`config.mk`:
```
export PLATFORM = sky130hd
export DESIGN_NAME = fcq_agent_flat
export DESIGN_NICKNAME = d
export VERILOG_FILES = /design/src/include/fcq_pkg.sv /design/src/include/fcq_link_if.sv /design/src/logic/fcq_agent.sv /design/src/flat_wrapper.sv
export SDC_FILE = /design/constraint.sdc
export NUM_CORES = 1
export LEC_CHECK = 0
export BUFFER_PORTS_ARGS = -buffer_cell sky130_fd_sc_hd__buf_2
export CAP_MARGIN = 25
export CORE_MARGIN = 2
export CORE_UTILIZATION = 41
export CTS_BUF_LIST = sky130_fd_sc_hd__clkbuf_8
export DETAILED_ROUTE_END_ITERATION = 16
export PLACE_DENSITY_LB_ADDON = 0.12
export SYNTH_ARGS = -nofsm -noshare
export SYNTH_HDL_FRONTEND = slang
export SYNTH_SLANG_ARGS = --single-unit
export TNS_END_PERCENT = 30
```
`constraint.sdc`:
```
create_clock -name clk_in -period 27.9 [get_ports clk_in]
set_input_delay 2.79 -clock clk_in [delete_from_list [all_inputs] [get_ports clk_in]]
set_output_delay 2.79 -clock clk_in [all_outputs]
set_load 0.01 [all_outputs]
```
`src/include/fcq_pkg.sv`:
```
package fcq_pkg;

    // Link word geometry
    localparam int HALF_W = 16;
    localparam int WORD_W = 32;
    localparam int RSP_ECHO_LSB = 16;

    // Operation codes as carried in the first half of a command
    localparam logic [15:0] OP_SUM_QUERY = 16'h000C;
    localparam logic [15:0] OP_QUAD_WRITE = 16'h000D;
    localparam logic [15:0] OPERAND_UNUSED = 16'h0000;

    // Response codes in the low half of the first reply word
    localparam logic [15:0] RSP_PASS = 16'h0000;
    localparam logic [15:0] RSP_FAIL = 16'h0002;
    localparam logic [15:0] RSP_BAD_OP = 16'h0003;

    // Quad write geometry and alignment
    localparam int QUAD_WORDS = 4;
    localparam logic [1:0] QUAD_ALIGN_BITS = 2'h0;
    localparam logic [31:0] WORD_BYTES = 32'h0000_0004;

    // Command lengths in halves
    localparam logic [3:0] SUM_HALVES = 4'h6;
    localparam logic [3:0] QUAD_HALVES = 4'hC;

    // Checksum sources
    localparam int CFG_WORDS = 4;
    localparam int ID_IDX = 4;
    localparam logic [31:0] CFG_BYTES = 32'h0000_0010;
    localparam int CP_BIT = 28;

    // Default memory regions
    localparam logic [31:0] PROG_BASE_DEF = 32'h1D00_0000;
    localparam logic [31:0] PROG_SIZE_DEF = 32'h0008_0000;
    localparam logic [31:0] BOOT_BASE_DEF = 32'h1FC0_0000;
    localparam logic [31:0] BOOT_SIZE_DEF = 32'h0000_3000;

    // Reset values
    localparam logic [31:0] RST_WORD = 32'h0000_0000;
    localparam logic [15:0] RST_HALF = 16'h0000;

    // Per-family masks: four configuration words, then the identifier
    localparam logic [31:0] MASK_FAM_A [5] = '{32'h110F_F00B, 32'h009F_F7A7, 32'h0007_0077,
                                              32'h0000_FFFF, 32'h000F_F000};
    localparam logic [31:0] MASK_FAM_B [5] = '{32'h110F_F00F, 32'h009F_F7A7, 32'h0007_8777,
                                              32'hC707_FFFF, 32'h000F_F000};

    typedef enum logic [3:0] {
        ST_OP = 4'h0, ST_OPND = 4'h1, ST_AH = 4'h2, ST_AL = 4'h3,
        ST_LH = 4'h4, ST_LL = 4'h5, ST_DH = 4'h6, ST_DL = 4'h7,
        ST_RD = 4'h8, ST_RDW = 4'h9, ST_WR = 4'hA, ST_RSP0 = 4'hB,
        ST_RSP1 = 4'hC, ST_FIN = 4'hD
    } fcq_dev_state_t;

    typedef enum logic [1:0] {
        PH_QUERY = 2'h0, PH_PROG = 2'h1, PH_BOOT = 2'h2
    } fcq_phase_t;

    typedef enum logic [1:0] {
        HS_IDLE = 2'h0, HS_SEND = 2'h1, HS_RECV = 2'h2
    } fcq_host_state_t;

    // Sum of the four unsigned bytes of a word
    function automatic logic [31:0] fcq_byte_sum(input logic [31:0] w);
        logic [31:0] s;
        s = RST_WORD;
        for (int k = 0; k < 4; k++) begin
            s = s + {24'h00_0000, w[8*k +: 8]};
        end
        return s;
    endfunction

    // Mask lookup by family and source index
    function automatic logic [31:0] fcq_mask(input logic fam, input int idx);
        return fam ? MASK_FAM_B[idx] : MASK_FAM_A[idx];
    endfunction

endpackage

```
`src/include/fcq_link_if.sv`:
```
`timescale 1ns/100ps
interface fcq_link_if;
    import fcq_pkg::*;
    logic req_valid;
    logic req_ready;
    logic [HALF_W-1:0] req_half;
    logic rsp_valid;
    logic rsp_ready;
    logic [WORD_W-1:0] rsp_word;

    modport dev(input req_valid, input req_half, input rsp_ready,
                output req_ready, output rsp_valid, output rsp_word);
    modport prog(output req_valid, output req_half, output rsp_ready,
                 input req_ready, input rsp_valid, input rsp_word);
endinterface

```
`src/logic/fcq_agent.sv`:
```
// Behaviour
// - Sum query opcode 0x0C, address high then low
// - 32-bit byte length follows, high then low
// - Add every byte in range, one word result
// - Opcode 0x0D programs four consecutive words
// - Programmer sends halves in fixed order
// - Programmer supplies address with low bits zero
// - Misaligned write fails and leaves flash untouched
// - Checksum adds bytes into wrapping 32-bit sum
// - Boot region sum excludes configuration words
// - Checksum is two's complement of total
// - Masks mark implemented bits with ones
// - Configuration words masked before byte summing
// - Identifier masked before byte summing
// - Mask table holds per-family constants
// - Code-protected device reports zero checksum
`timescale 1ns/100ps
module fcq_agent
    import fcq_pkg::*;
#(
    parameter int BUF_DEPTH = 2,
    parameter logic FAMILY = 1'b0,
    parameter logic [31:0] PROG_BASE = PROG_BASE_DEF,
    parameter logic [31:0] PROG_SIZE = PROG_SIZE_DEF,
    parameter logic [31:0] BOOT_BASE = BOOT_BASE_DEF,
    parameter logic [31:0] BOOT_SIZE = BOOT_SIZE_DEF
)(
    input wire logic clk_in,
    input wire logic sys_rst_in,
    fcq_link_if.dev link,
    output logic mem_rd_req_out,
    output logic mem_wr_req_out,
    output logic [31:0] mem_addr_out,
    output logic [31:0] mem_wr_data_out,
    input wire logic mem_rd_ack_in,
    input wire logic [31:0] mem_rd_data_in,
    input wire logic mem_wr_ack_in,
    input wire logic [3:0][31:0] cfg_word_in,
    input wire logic [31:0] part_id_in,
    input wire logic cks_start_in,
    output logic cks_busy_out,
    output logic cks_done_out,
    output logic [31:0] cks_value_out
);

    localparam int PW = (BUF_DEPTH > 1) ? $clog2(BUF_DEPTH) : 1;
    localparam int CW = $clog2(BUF_DEPTH + 1);
    localparam logic [PW-1:0] PTR_LAST = PW'(BUF_DEPTH - 1);
    localparam logic [CW-1:0] CNT_FULL = CW'(BUF_DEPTH);

    logic [15:0] buf_q [BUF_DEPTH];
    logic [15:0] buf_d [BUF_DEPTH];
    logic [PW-1:0] wp_q, wp_d, rp_q, rp_d;
    logic [CW-1:0] cnt_q, cnt_d;
    logic push, pop, take, buf_valid;
    logic [15:0] buf_half;

    fcq_dev_state_t st_q, st_d;
    fcq_phase_t ph_q, ph_d;
    logic [15:0] op_q, op_d;
    logic [31:0] addr_q, addr_d, len_q, len_d, acc_q, acc_d;
    logic [3:0][31:0] data_q, data_d;
    logic [1:0] idx_q, idx_d;
    logic [31:0] rsp_q, rsp_d, cks_q, cks_d;
    logic rd_q, rd_d, wr_q, wr_d, done_q, done_d;
    logic protect;

    // Two-entry buffer on incoming halves
    assign buf_valid = (cnt_q != '0);
    assign buf_half = buf_q[rp_q];
    assign link.req_ready = (cnt_q != CNT_FULL);
    assign push = link.req_valid && link.req_ready;
    assign pop = buf_valid && take;

    always_comb begin
        buf_d = buf_q;
        wp_d = wp_q;
        rp_d = rp_q;
        cnt_d = cnt_q;
        if (push) begin
            buf_d[wp_q] = link.req_half;
            wp_d = (wp_q == PTR_LAST) ? '0 : wp_q + PW'(1);
        end
        if (pop) begin
            rp_d = (rp_q == PTR_LAST) ? '0 : rp_q + PW'(1);
        end
        if (push && !pop) begin
            cnt_d = cnt_q + CW'(1);
        end else if (pop && !push) begin
            cnt_d = cnt_q - CW'(1);
        end
    end

    always_ff @(posedge clk_in or posedge sys_rst_in) begin
        if (sys_rst_in) begin
            for (int k = 0; k < BUF_DEPTH; k++) begin
                buf_q[k] <= RST_HALF;
            end
            wp_q <= '0;
            rp_q <= '0;
            cnt_q <= '0;
        end else begin
            buf_q <= buf_d;
            wp_q <= wp_d;
            rp_q <= rp_d;
            cnt_q <= cnt_d;
        end
    end

    // Port drive from state registers
    assign protect = (cfg_word_in[0][CP_BIT] == 1'b0);
    assign link.rsp_valid = (st_q == ST_RSP0) || (st_q == ST_RSP1);
    assign link.rsp_word = rsp_q;
    assign mem_rd_req_out = rd_q;
    assign mem_wr_req_out = wr_q;
    assign mem_addr_out = {addr_q[31:2], 2'h0};
    assign mem_wr_data_out = data_q[idx_q];
    assign cks_busy_out = (ph_q != PH_QUERY);
    assign cks_done_out = done_q;
    assign cks_value_out = cks_q;

    // Command parser, byte summer and writer
    always_comb begin
        logic [2:0] avail;
        logic [2:0] tk;
        logic [31:0] step;
        logic [31:0] total;
        avail = 3'h4 - {1'b0, addr_q[1:0]};
        tk = (len_q < {29'h0000_0000, avail}) ? len_q[2:0] : avail;
        step = RST_WORD;
        for (int k = 0; k < 4; k++) begin
            if (k >= int'(addr_q[1:0]) && k < int'(addr_q[1:0]) + int'(tk)) begin
                step = step + {24'h00_0000, mem_rd_data_in[8*k +: 8]}; // Unsigned bytes
            end
        end
        total = acc_q;
        for (int x = 0; x < CFG_WORDS; x++) begin
            total = total + fcq_byte_sum(cfg_word_in[x] & fcq_mask(FAMILY, x));
        end
        total = total + fcq_byte_sum(part_id_in & fcq_mask(FAMILY, ID_IDX));
        st_d = st_q;
        ph_d = ph_q;
        op_d = op_q;
        addr_d = addr_q;
        len_d = len_q;
        acc_d = acc_q;
        data_d = data_q;
        idx_d = idx_q;
        rsp_d = rsp_q;
        cks_d = cks_q;
        rd_d = rd_q;
        wr_d = wr_q;
        done_d = 1'b0;
        take = 1'b0;
        case (st_q)
            ST_OP: begin
                if (cks_start_in) begin
                    if (protect) begin
                        cks_d = RST_WORD; // Protected part reads zero
                        done_d = 1'b1;
                    end else begin
                        ph_d = PH_PROG; // Whole program region first
                        addr_d = PROG_BASE;
                        len_d = PROG_SIZE;
                        acc_d = RST_WORD;
                        st_d = ST_RD;
                    end
                end else if (buf_valid) begin
                    take = 1'b1;
                    op_d = buf_half;
                    st_d = ST_OPND;
                end
            end
            ST_OPND: begin
                take = buf_valid; // Operand ignored
                if (buf_valid) st_d = ST_AH;
            end
            ST_AH: begin
                take = buf_valid;
                if (buf_valid) begin
                    addr_d[31:16] = buf_half;
                    st_d = ST_AL;
                end
            end
            ST_AL: begin
                take = buf_valid;
                if (buf_valid) begin
                    addr_d[15:0] = buf_half;
                    idx_d = 2'h0;
                    if (op_q == OP_SUM_QUERY) begin
                        st_d = ST_LH;
                    end else if (op_q == OP_QUAD_WRITE) begin
                        st_d = ST_DH;
                    end else begin
                        rsp_d = {op_q, RSP_BAD_OP};
                        st_d = ST_RSP0;
                    end
                end
            end
            ST_LH: begin
                take = buf_valid;
                if (buf_valid) begin
                    len_d[31:16] = buf_half;
                    st_d = ST_LL;
                end
            end
            ST_LL: begin
                take = buf_valid;
                if (buf_valid) begin
                    len_d[15:0] = buf_half;
                    acc_d = RST_WORD;
                    ph_d = PH_QUERY;
                    st_d = ST_RD;
                end
            end
            ST_DH: begin
                take = buf_valid;
                if (buf_valid) begin
                    data_d[idx_q][31:16] = buf_half;
                    st_d = ST_DL;
                end
            end
            ST_DL: begin
                take = buf_valid;
                if (buf_valid) begin
                    data_d[idx_q][15:0] = buf_half;
                    if (idx_q != 2'h3) begin
                        idx_d = idx_q + 2'h1;
                        st_d = ST_DH;
                    end else if (addr_q[1:0] != QUAD_ALIGN_BITS) begin
                        rsp_d = {op_q, RSP_FAIL}; // No write issued
                        st_d = ST_RSP0;
                    end else begin
                        idx_d = 2'h0;
                        wr_d = 1'b1;
                        st_d = ST_WR;
                    end
                end
            end
            ST_RD: begin
                if (len_q == RST_WORD) begin
                    if (ph_q == PH_QUERY) begin
                        rsp_d = {op_q, RSP_PASS};
                        st_d = ST_RSP0;
                    end else if (ph_q == PH_PROG) begin
                        ph_d = PH_BOOT;
                        addr_d = BOOT_BASE;
                        len_d = BOOT_SIZE - CFG_BYTES; // Config words left out
                        st_d = ST_RD;
                    end else begin
                        st_d = ST_FIN;
                    end
                end else begin
                    rd_d = 1'b1;
                    st_d = ST_RDW;
                end
            end
            ST_RDW: begin
                if (mem_rd_ack_in) begin
                    rd_d = 1'b0;
                    acc_d = acc_q + step; // Wraps modulo 2^32
                    addr_d = addr_q + {29'h0000_0000, tk};
                    len_d = len_q - {29'h0000_0000, tk};
                    st_d = ST_RD;
                end
            end
            ST_WR: begin
                if (mem_wr_ack_in) begin
                    if (idx_q == 2'h3) begin
                        wr_d = 1'b0;
                        rsp_d = {op_q, RSP_PASS};
                        st_d = ST_RSP0;
                    end else begin
                        idx_d = idx_q + 2'h1;
                        addr_d = addr_q + WORD_BYTES; // Consecutive words
                    end
                end
            end
            ST_FIN: begin
                cks_d = RST_WORD - total;
                done_d = 1'b1;
                ph_d = PH_QUERY;
                st_d = ST_OP;
            end
            ST_RSP0: begin
                if (link.rsp_ready) begin
                    if (op_q == OP_SUM_QUERY && rsp_q[15:0] == RSP_PASS) begin
                        rsp_d = acc_q; // Sum word after head
                        st_d = ST_RSP1;
                    end else begin
                        st_d = ST_OP;
                    end
                end
            end
            ST_RSP1: begin
                if (link.rsp_ready) st_d = ST_OP;
            end
            default: st_d = ST_OP;
        endcase
    end

    // Registers of the parser
    always_ff @(posedge clk_in or posedge sys_rst_in) begin
        if (sys_rst_in) begin
            st_q <= ST_OP;
            ph_q <= PH_QUERY;
            op_q <= RST_HALF;
            addr_q <= RST_WORD;
            len_q <= RST_WORD;
            acc_q <= RST_WORD;
            data_q <= '0;
            idx_q <= 2'h0;
            rsp_q <= RST_WORD;
            cks_q <= RST_WORD;
            rd_q <= 1'b0;
            wr_q <= 1'b0;
            done_q <= 1'b0;
        end else begin
            st_q <= st_d;
            ph_q <= ph_d;
            op_q <= op_d;
            addr_q <= addr_d;
            len_q <= len_d;
            acc_q <= acc_d;
            data_q <= data_d;
            idx_q <= idx_d;
            rsp_q <= rsp_d;
            cks_q <= cks_d;
            rd_q <= rd_d;
            wr_q <= wr_d;
            done_q <= done_d;
        end
    end

endmodule

```
`src/flat_wrapper.sv`:
```
// flat-port wrapper written by rule: the top's interface ports become plain ports
module fcq_agent_flat import fcq_pkg::*;
#(
    parameter int BUF_DEPTH = 2,
    parameter logic FAMILY = 1'b0,
    parameter logic [31:0] PROG_BASE = PROG_BASE_DEF,
    parameter logic [31:0] PROG_SIZE = PROG_SIZE_DEF,
    parameter logic [31:0] BOOT_BASE = BOOT_BASE_DEF,
    parameter logic [31:0] BOOT_SIZE = BOOT_SIZE_DEF
)
  (clk_in, sys_rst_in, mem_rd_req_out, mem_wr_req_out, mem_addr_out, mem_wr_data_out, mem_rd_ack_in, mem_rd_data_in, mem_wr_ack_in, cfg_word_in, part_id_in, cks_start_in, cks_busy_out, cks_done_out, cks_value_out, link_req_valid, link_req_half, link_rsp_ready, link_req_ready, link_rsp_valid, link_rsp_word);
  fcq_link_if link_i ();
  input wire logic clk_in;
  input wire logic sys_rst_in;
  output logic mem_rd_req_out;
  output logic mem_wr_req_out;
  output logic [31:0] mem_addr_out;
  output logic [31:0] mem_wr_data_out;
  input wire logic mem_rd_ack_in;
  input wire logic [31:0] mem_rd_data_in;
  input wire logic mem_wr_ack_in;
  input wire logic [3:0][31:0] cfg_word_in;
  input wire logic [31:0] part_id_in;
  input wire logic cks_start_in;
  output logic cks_busy_out;
  output logic cks_done_out;
  output logic [31:0] cks_value_out;
  input wire logic [$bits(link_i.req_valid)-1:0] link_req_valid;
  input wire logic [$bits(link_i.req_half)-1:0] link_req_half;
  input wire logic [$bits(link_i.rsp_ready)-1:0] link_rsp_ready;
  output wire logic [$bits(link_i.req_ready)-1:0] link_req_ready;
  output wire logic [$bits(link_i.rsp_valid)-1:0] link_rsp_valid;
  output wire logic [$bits(link_i.rsp_word)-1:0] link_rsp_word;
  assign link_i.req_valid = link_req_valid;
  assign link_i.req_half = link_req_half;
  assign link_i.rsp_ready = link_rsp_ready;
  assign link_req_ready = link_i.req_ready;
  assign link_rsp_valid = link_i.rsp_valid;
  assign link_rsp_word = link_i.rsp_word;
  fcq_agent #(.BUF_DEPTH(BUF_DEPTH), .FAMILY(FAMILY), .PROG_BASE(PROG_BASE), .PROG_SIZE(PROG_SIZE), .BOOT_BASE(BOOT_BASE), .BOOT_SIZE(BOOT_SIZE)) u_core (.clk_in(clk_in), .sys_rst_in(sys_rst_in), .link(link_i), .mem_rd_req_out(mem_rd_req_out), .mem_wr_req_out(mem_wr_req_out), .mem_addr_out(mem_addr_out), .mem_wr_data_out(mem_wr_data_out), .mem_rd_ack_in(mem_rd_ack_in), .mem_rd_data_in(mem_rd_data_in), .mem_wr_ack_in(mem_wr_ack_in), .cfg_word_in(cfg_word_in), .part_id_in(part_id_in), .cks_start_in(cks_start_in), .cks_busy_out(cks_busy_out), .cks_done_out(cks_done_out), .cks_value_out(cks_value_out));
endmodule
```
# Yosys cells after proc, flatten, opt, wreduce, memory -nomap -nowiden

Cells that the tools add are included.

$lt $le $gt $ge: 13
Muxes and demuxes: 118
Add/sub/neg operators: 28
Equality and inequality tests: 49
Bitwise logic cells: 3
Reductions and logical operators: 48

Operators with widths:

| kind                                                        | count |
|---|---|
| two-way mux 32 bit                                          | 37 |
| bitwise mux 128 bit                                         | 2 |
| two-way mux 128 bit                                         | 2 |
| one-hot mux 128 bit (2 select lines)                        | 1 |
| adder 32 bit                                                | 6 |
| one-hot mux 16 bit (5 select lines)                         | 2 |
| one-hot mux 32 bit (5 select lines)                         | 1 |
| demux 32 bit (select 2 bit)                                 | 2 |
| one-hot mux 16 bit (4 select lines)                         | 2 |
| adder 32 x 8 -> 32 bit                                      | 3 |
| two-way mux 16 bit                                          | 6 |
| one-hot mux 32 bit (3 select lines)                         | 1 |
| two-way mux 4 bit                                           | 21 |
| binary-select mux 32 bit (select 2 bit)                     | 1 |
| less-than comparator 3 x 32 -> 1 bit (first input constant) | 2 |
| one-hot mux 32 bit (2 select lines)                         | 1 |
| one-hot mux 4 bit (13 select lines)                         | 1 |
| inequality test 2 bit (second input constant)               | 17 |
| adder 32 x 3 -> 32 bit                                      | 1 |
| adder 32 x 3 -> 32 bit (second input constant)              | 1 |
| adder 32 x 4 -> 32 bit                                      | 1 |
| adder 32 x 5 -> 32 bit                                      | 1 |
| bitwise mux 32 bit                                          | 1 |
| == test 16 x 4 -> 1 bit (second input constant)             | 2 |
| other kinds (59)                                            | 144 |

Input port bits: 215
Register bits: 351
Word-level logic and storage cells: 282

# Longest topological paths before layout

Depth in word-level cells: 16
Mapped depth: 49

# Worst setup path after synthesis

OpenSTA, ideal clock, no wires.

Path type: flip-flop to flip-flop
From: reg u_core.addr_q[1]
To: reg u_core.acc_q[23]
Clock period less this slack: 9213 ps
Slack: 18687 ps
Data arrival time: 9093 ps
Cell stages (with the launch flop): 48
Cells stage by stage: dfrtp_1 > inv_1 > ha_1 > inv_1 > ha_1 > or3b_2 > a21oi_1 > and4_1 > buf_4 > nand2_1 > o21ai_0 > ha_1 > fa_1 > nor3_1 > nand3_2 > and3_4 > buf_4 > and2_1 > (+12 left out) > or3_1 > ha_1 > o21ai_0 > a21boi_0 > o21ai_0 > a21boi_0 > o21ai_0 > a21oi_1 > xor2_1 > xnor2_1 > ha_1 > clkbuf_1 > nand3_1 > nor3_1 > nor3_1 > nor3b_2 > a211oi_1 > a31o_2

Longest elaborated chain between the ends: 16
Elaborated cells on any way between the ends: 24

RTL lines:

| element                               | line             | RTL |
|---|---|---|
| from (decl)                           | fcq_agent.sv:61  | `logic [31:0] addr_q, addr_d, len_q, len_d, acc_q, acc_d;` |
| from (signal assigned)                | fcq_agent.sv:322 | `addr_q <= addr_d;` |
| subtractor 3 x 2 -> 3 bit             | fcq_agent.sv:128 | `avail = 3'h4 - {1'b0, addr_q[1:0]};` |
| less-than comparator 32 x 3 -> 1 bit  | fcq_agent.sv:129 | `tk = (len_q < {29'h0000_0000, avail}) ? len_q[2:0] : avail;` |
| two-way mux 3 bit                     | fcq_agent.sv:129 |  |
| adder 2 x 3 -> 4 bit                  | fcq_agent.sv:132 | `if (k >= int'(addr_q[1:0]) && k < int'(addr_q[1:0]) + int'(tk)) begin` |
| less-than comparator 1 x 32 -> 1 bit  | fcq_agent.sv:132 |  |
| logical AND 1 bit                     | fcq_agent.sv:132 |  |
| two-way mux 8 bit                     | fcq_agent.sv:132 |  |
| adder 8 x 8 -> 9 bit                  | fcq_agent.sv:133 | `step = step + {24'h00_0000, mem_rd_data_in[8*k +: 8]};` |
| two-way mux 32 bit                    | fcq_agent.sv:132 |  |
| adder 32 x 8 -> 32 bit                | fcq_agent.sv:133 |  |
| two-way mux 32 bit                    | fcq_agent.sv:132 |  |
| adder 32 x 8 -> 32 bit                | fcq_agent.sv:133 |  |
| two-way mux 32 bit *                  | fcq_agent.sv:132 |  |
| adder 32 bit *                        | fcq_agent.sv:261 | `acc_d = acc_q + step;` |
| two-way mux 32 bit *                  | fcq_agent.sv:259 | `if (mem_rd_ack_in) begin` |
| one-hot mux 32 bit (3 select lines) * | fcq_agent.sv:155 | `case (st_q)` |
| to (signal assigned)                  | fcq_agent.sv:310 | `acc_q <= RST_WORD;` |
| to (signal assigned)                  | fcq_agent.sv:324 | `acc_q <= acc_d;` |
| to (decl)                             | fcq_agent.sv:61  |  |

Every way passes the cells marked *; elsewhere a longest branch is shown, timed or not. The select of a mux whose other input is x is not followed.
A chain may end at the register's enable or synchronous reset.

# Final worst setup path

From: reg u_core.addr_q[1]
To: reg u_core.acc_q[24]

The elaborated chain is that of the path after synthesis.

==> flow_metrics.tcl <==
set metrics [dict create \
    clockBufferDepth 3 \
    drive_gt1_share_pct 18.2 \
    nFillCells 5623 \
    setup_viol 0 \
    die_height_um 242 \
    fin_nets 3155 \
    cp_num_buf_inv 4 \
    initial_core_util_pct 41.2 \
    ff2ff_path_depth 43 \
    finalClockSkew_ns 0.0435 \
    drt_iter0_markers 1242 \
    synth_edf_count 0 \
    drc 0 \
    hold_viol_final 0 \
    clkLatencyLatePin_ns 0.66 \
    hp-class "reg2reg" \
    avgSynthCellArea_um2 9.11 \
    grt_start_max_net_pins 119 \
    track_usage_pct 23.1 \
    cap_violations 0 \
    ys_types 91 \
    critPathTopFamily "adder cells" \
    synthArstFlopShare_pct 100 \
    antenna_found_initial 4 \
    relSlewSlack_pct 30.4 \
    synth_cells 2543 \
    status "completed" \
    die-area_um2 58400 \
    required_ns 28.41 \
    synth_top_area_share_pct 37.9 \
    synth_warnings 0 \
    holdWs_ns 0.469 \
    synth.largest_area_cell "dfrtp_1" \
    postCtsSetupBuffers 0 \
    grt_pass1_wl_um 108000 \
    cts.sinks 351 \
    worst_path_largest_cell_delay_ns 0.57 \
    drt_wl_total_um 67900 \
    powerDensity_nw_per_um2 152 \
    cp.depth 43 \
    io-pin-count 349 \
    synth_area_um2 23200 \
    die_w_um 242 \
    multi_input_area_um2 13100 \
    hold_depth 2 \
    hpwl_um 49000 \
    drt-pass1-iter-count 5 \
    syn_to_final_growth_pct 14.1 \
    crit_arrival_ns 11.51 \
    cp-start-kind "register" \
    grt.overflow.total 0 \
    period_share_pct 39.4 \
    final_max_slew_viol_count 0 \
    yosys-top-cells-area "dfrtp_1, ha_1, o21ai_0, nand2_1, fa_1" \
    ys_seq_elements 351 \
    root_buffer "clkbuf_8" \
    path_common_cell "ha_1" \
    ant_nets 0 \
    setup_tns_ns 0 \
    seq_area_um2 8790 \
    cts_resized 0 \
    portBuffers 250 \
    placementRows 87 \
    cts.clk_slew.worst_paths_ns 0.06 \
    cts_tree "done" \
    cp-end-kind "register" \
    yosysSeqAreaShare_pct 37.9 \
    criticalPathCategory "reg2reg" \
    rsz0062_at_grt "no" \
    fmax_ghz 0.0909 \
    core_area_um2 56200 \
    critPathMaxFanout 12 \
    viasPerCell 5.49 \
    p_leak_nw 12.5 \
    gp_congestion 0.894 \
    synth-main-ff-cell "dfrtp_1" \
    layout_min_cycle_time_ns 11.00 \
    peakVddDrop_uv 114 \
    vias 19500 \
    grt_pass1_vias 19200 \
    wl_per_cell_um 19.1 \
    worst_pin_slew_ns 1.04 \
    cts_made_buffers 66 \
    slowest_stage "fa_1" \
    ctsHtreeMaxLevel 3 \
    ctsHoldBuffers 0 \
]
[logic make-up after synthesis]
family,count (synthesis),synth area share (%)
xor+xnor,82,3.10
fa+ha+maj,192,12.0
buf+inv,308,5.61
other cells,1,0.0162
simple gates,767,15.3
compound gates,735,19.4
mux,107,6.68
flops,351,37.9
[metal layers]
| metal | track usage [%] | vias to the layer above | wire length [um] |
|---|---|---|---|
| met3 | 3.78 | 107 | 3330 |
| met2 | 36.5 | 473 | 31400 |
| li1 | - | 9428 | - |
| met1 | 32.6 | 9471 | 31600 |
| met4 | 6.75 | 0 | 1590 |
| met5 | 0 | - | 0 |
[synth_stat cells, drive strengths merged (31+ instances only)]
master,n
o21ai,322
clkbuf,119
nor3,56
ha,142
a21oi,144
buf,41
inv,147
a21o,36
xnor2,54
nor2,173
o22ai,41
mux2,49
nand3,53
mux4,32
dfrtp,351
nand2,309
a22o,31
fa,50
[power breakdown]
| group | switching (W) | internal, W |
|---|---|---|
| Clock | 0.000231 | 0.000266 |
| Sequential | 0.000152 | 0.000651 |
| Combinational | 0.00161 | 0.00111 |
[worst paths after layout]
kind	start	endpoint	slack, ns
worst max-delay path	u_core.addr_q[1]	u_core.acc_q[24]	16.90
worst min-delay path	u_core.cks_value_out[13]	u_core.cks_value_out[13]	0.47
worst max register to register	u_core.addr_q[1]	u_core.acc_q[24]	16.90
worst min register to register	u_core.cks_value_out[13]	u_core.cks_value_out[13]	0.47
max in group asynchronous	sys_rst_in	u_core.data_q[111]	23.86
min in group asynchronous	sys_rst_in	u_core.op_q[11]	2.32
[final cells by class]
cell class,count,share of cell area (%)
sequential,351,33.2
clock inverter,37,1.05
antenna,2,0.0189
tap,756,3.58
multi-input combinational,1885,49.6
clock buffer,74,3.85
inverter,148,2.13
timing repair buffer,296,6.51
[layout by cell type (no fill, tap or decap), drive strengths merged, types with 25 or more instances in the layout]
master	n
o22ai	41
mux2i	26
xor2	28
inv	177
mux2	49
nand4	25
dfrtp	351
clkbuf	74
mux4	32
fa	50
a21oi	144
o21ai	322
nand3	53
a31oi	28
nor2	173
ha	142
a21o	36
nor3	56
nand2	309
a22o	31
buf	296
xnor2	54
[state kept, by name, indices dropped and copies added, names as in the netlist, 4 cells and up]
register	count
u_core.buf_q	32
u_core.cks_value_out	32
u_core.op_q	16
u_core.len_q	32
u_core.acc_q	32
u_core.st_q	4
u_core.data_q	128
u_core.link.rsp_word	32
u_core.addr_q	32
[worst min-delay path: stages, from the launching register on]
cell	delay [ns]
dfrtp_1	0.33
nand2_1	0.04
o21ai_0	0.06
[through the flow]
| step | setup WS, ns | util [%] | area, um2 | instances | power [W] |
|---|---|---|---|---|---|
| 4_1_cts | 16.95 | 46.8 | 26300 | 3541 | 0.00404 |
| 6_report | 16.90 | 47.1 | 26400 | 3549 | 0.00402 |
| 3_3_place_gp | 17.25 | 44.4 | 24900 | 3428 | 0.00345 |
| 5_1_grt | 16.09 | 47.1 | 26400 | 3548 | 0.00442 |
| 3_5_place_dp | 17.00 | 44.5 | 25000 | 3430 | 0.00351 |
| 2_1_floorplan | 15.37 | - | 23200 | 2544 | 0.00280 |
Power figures use the tool's default switching activity.
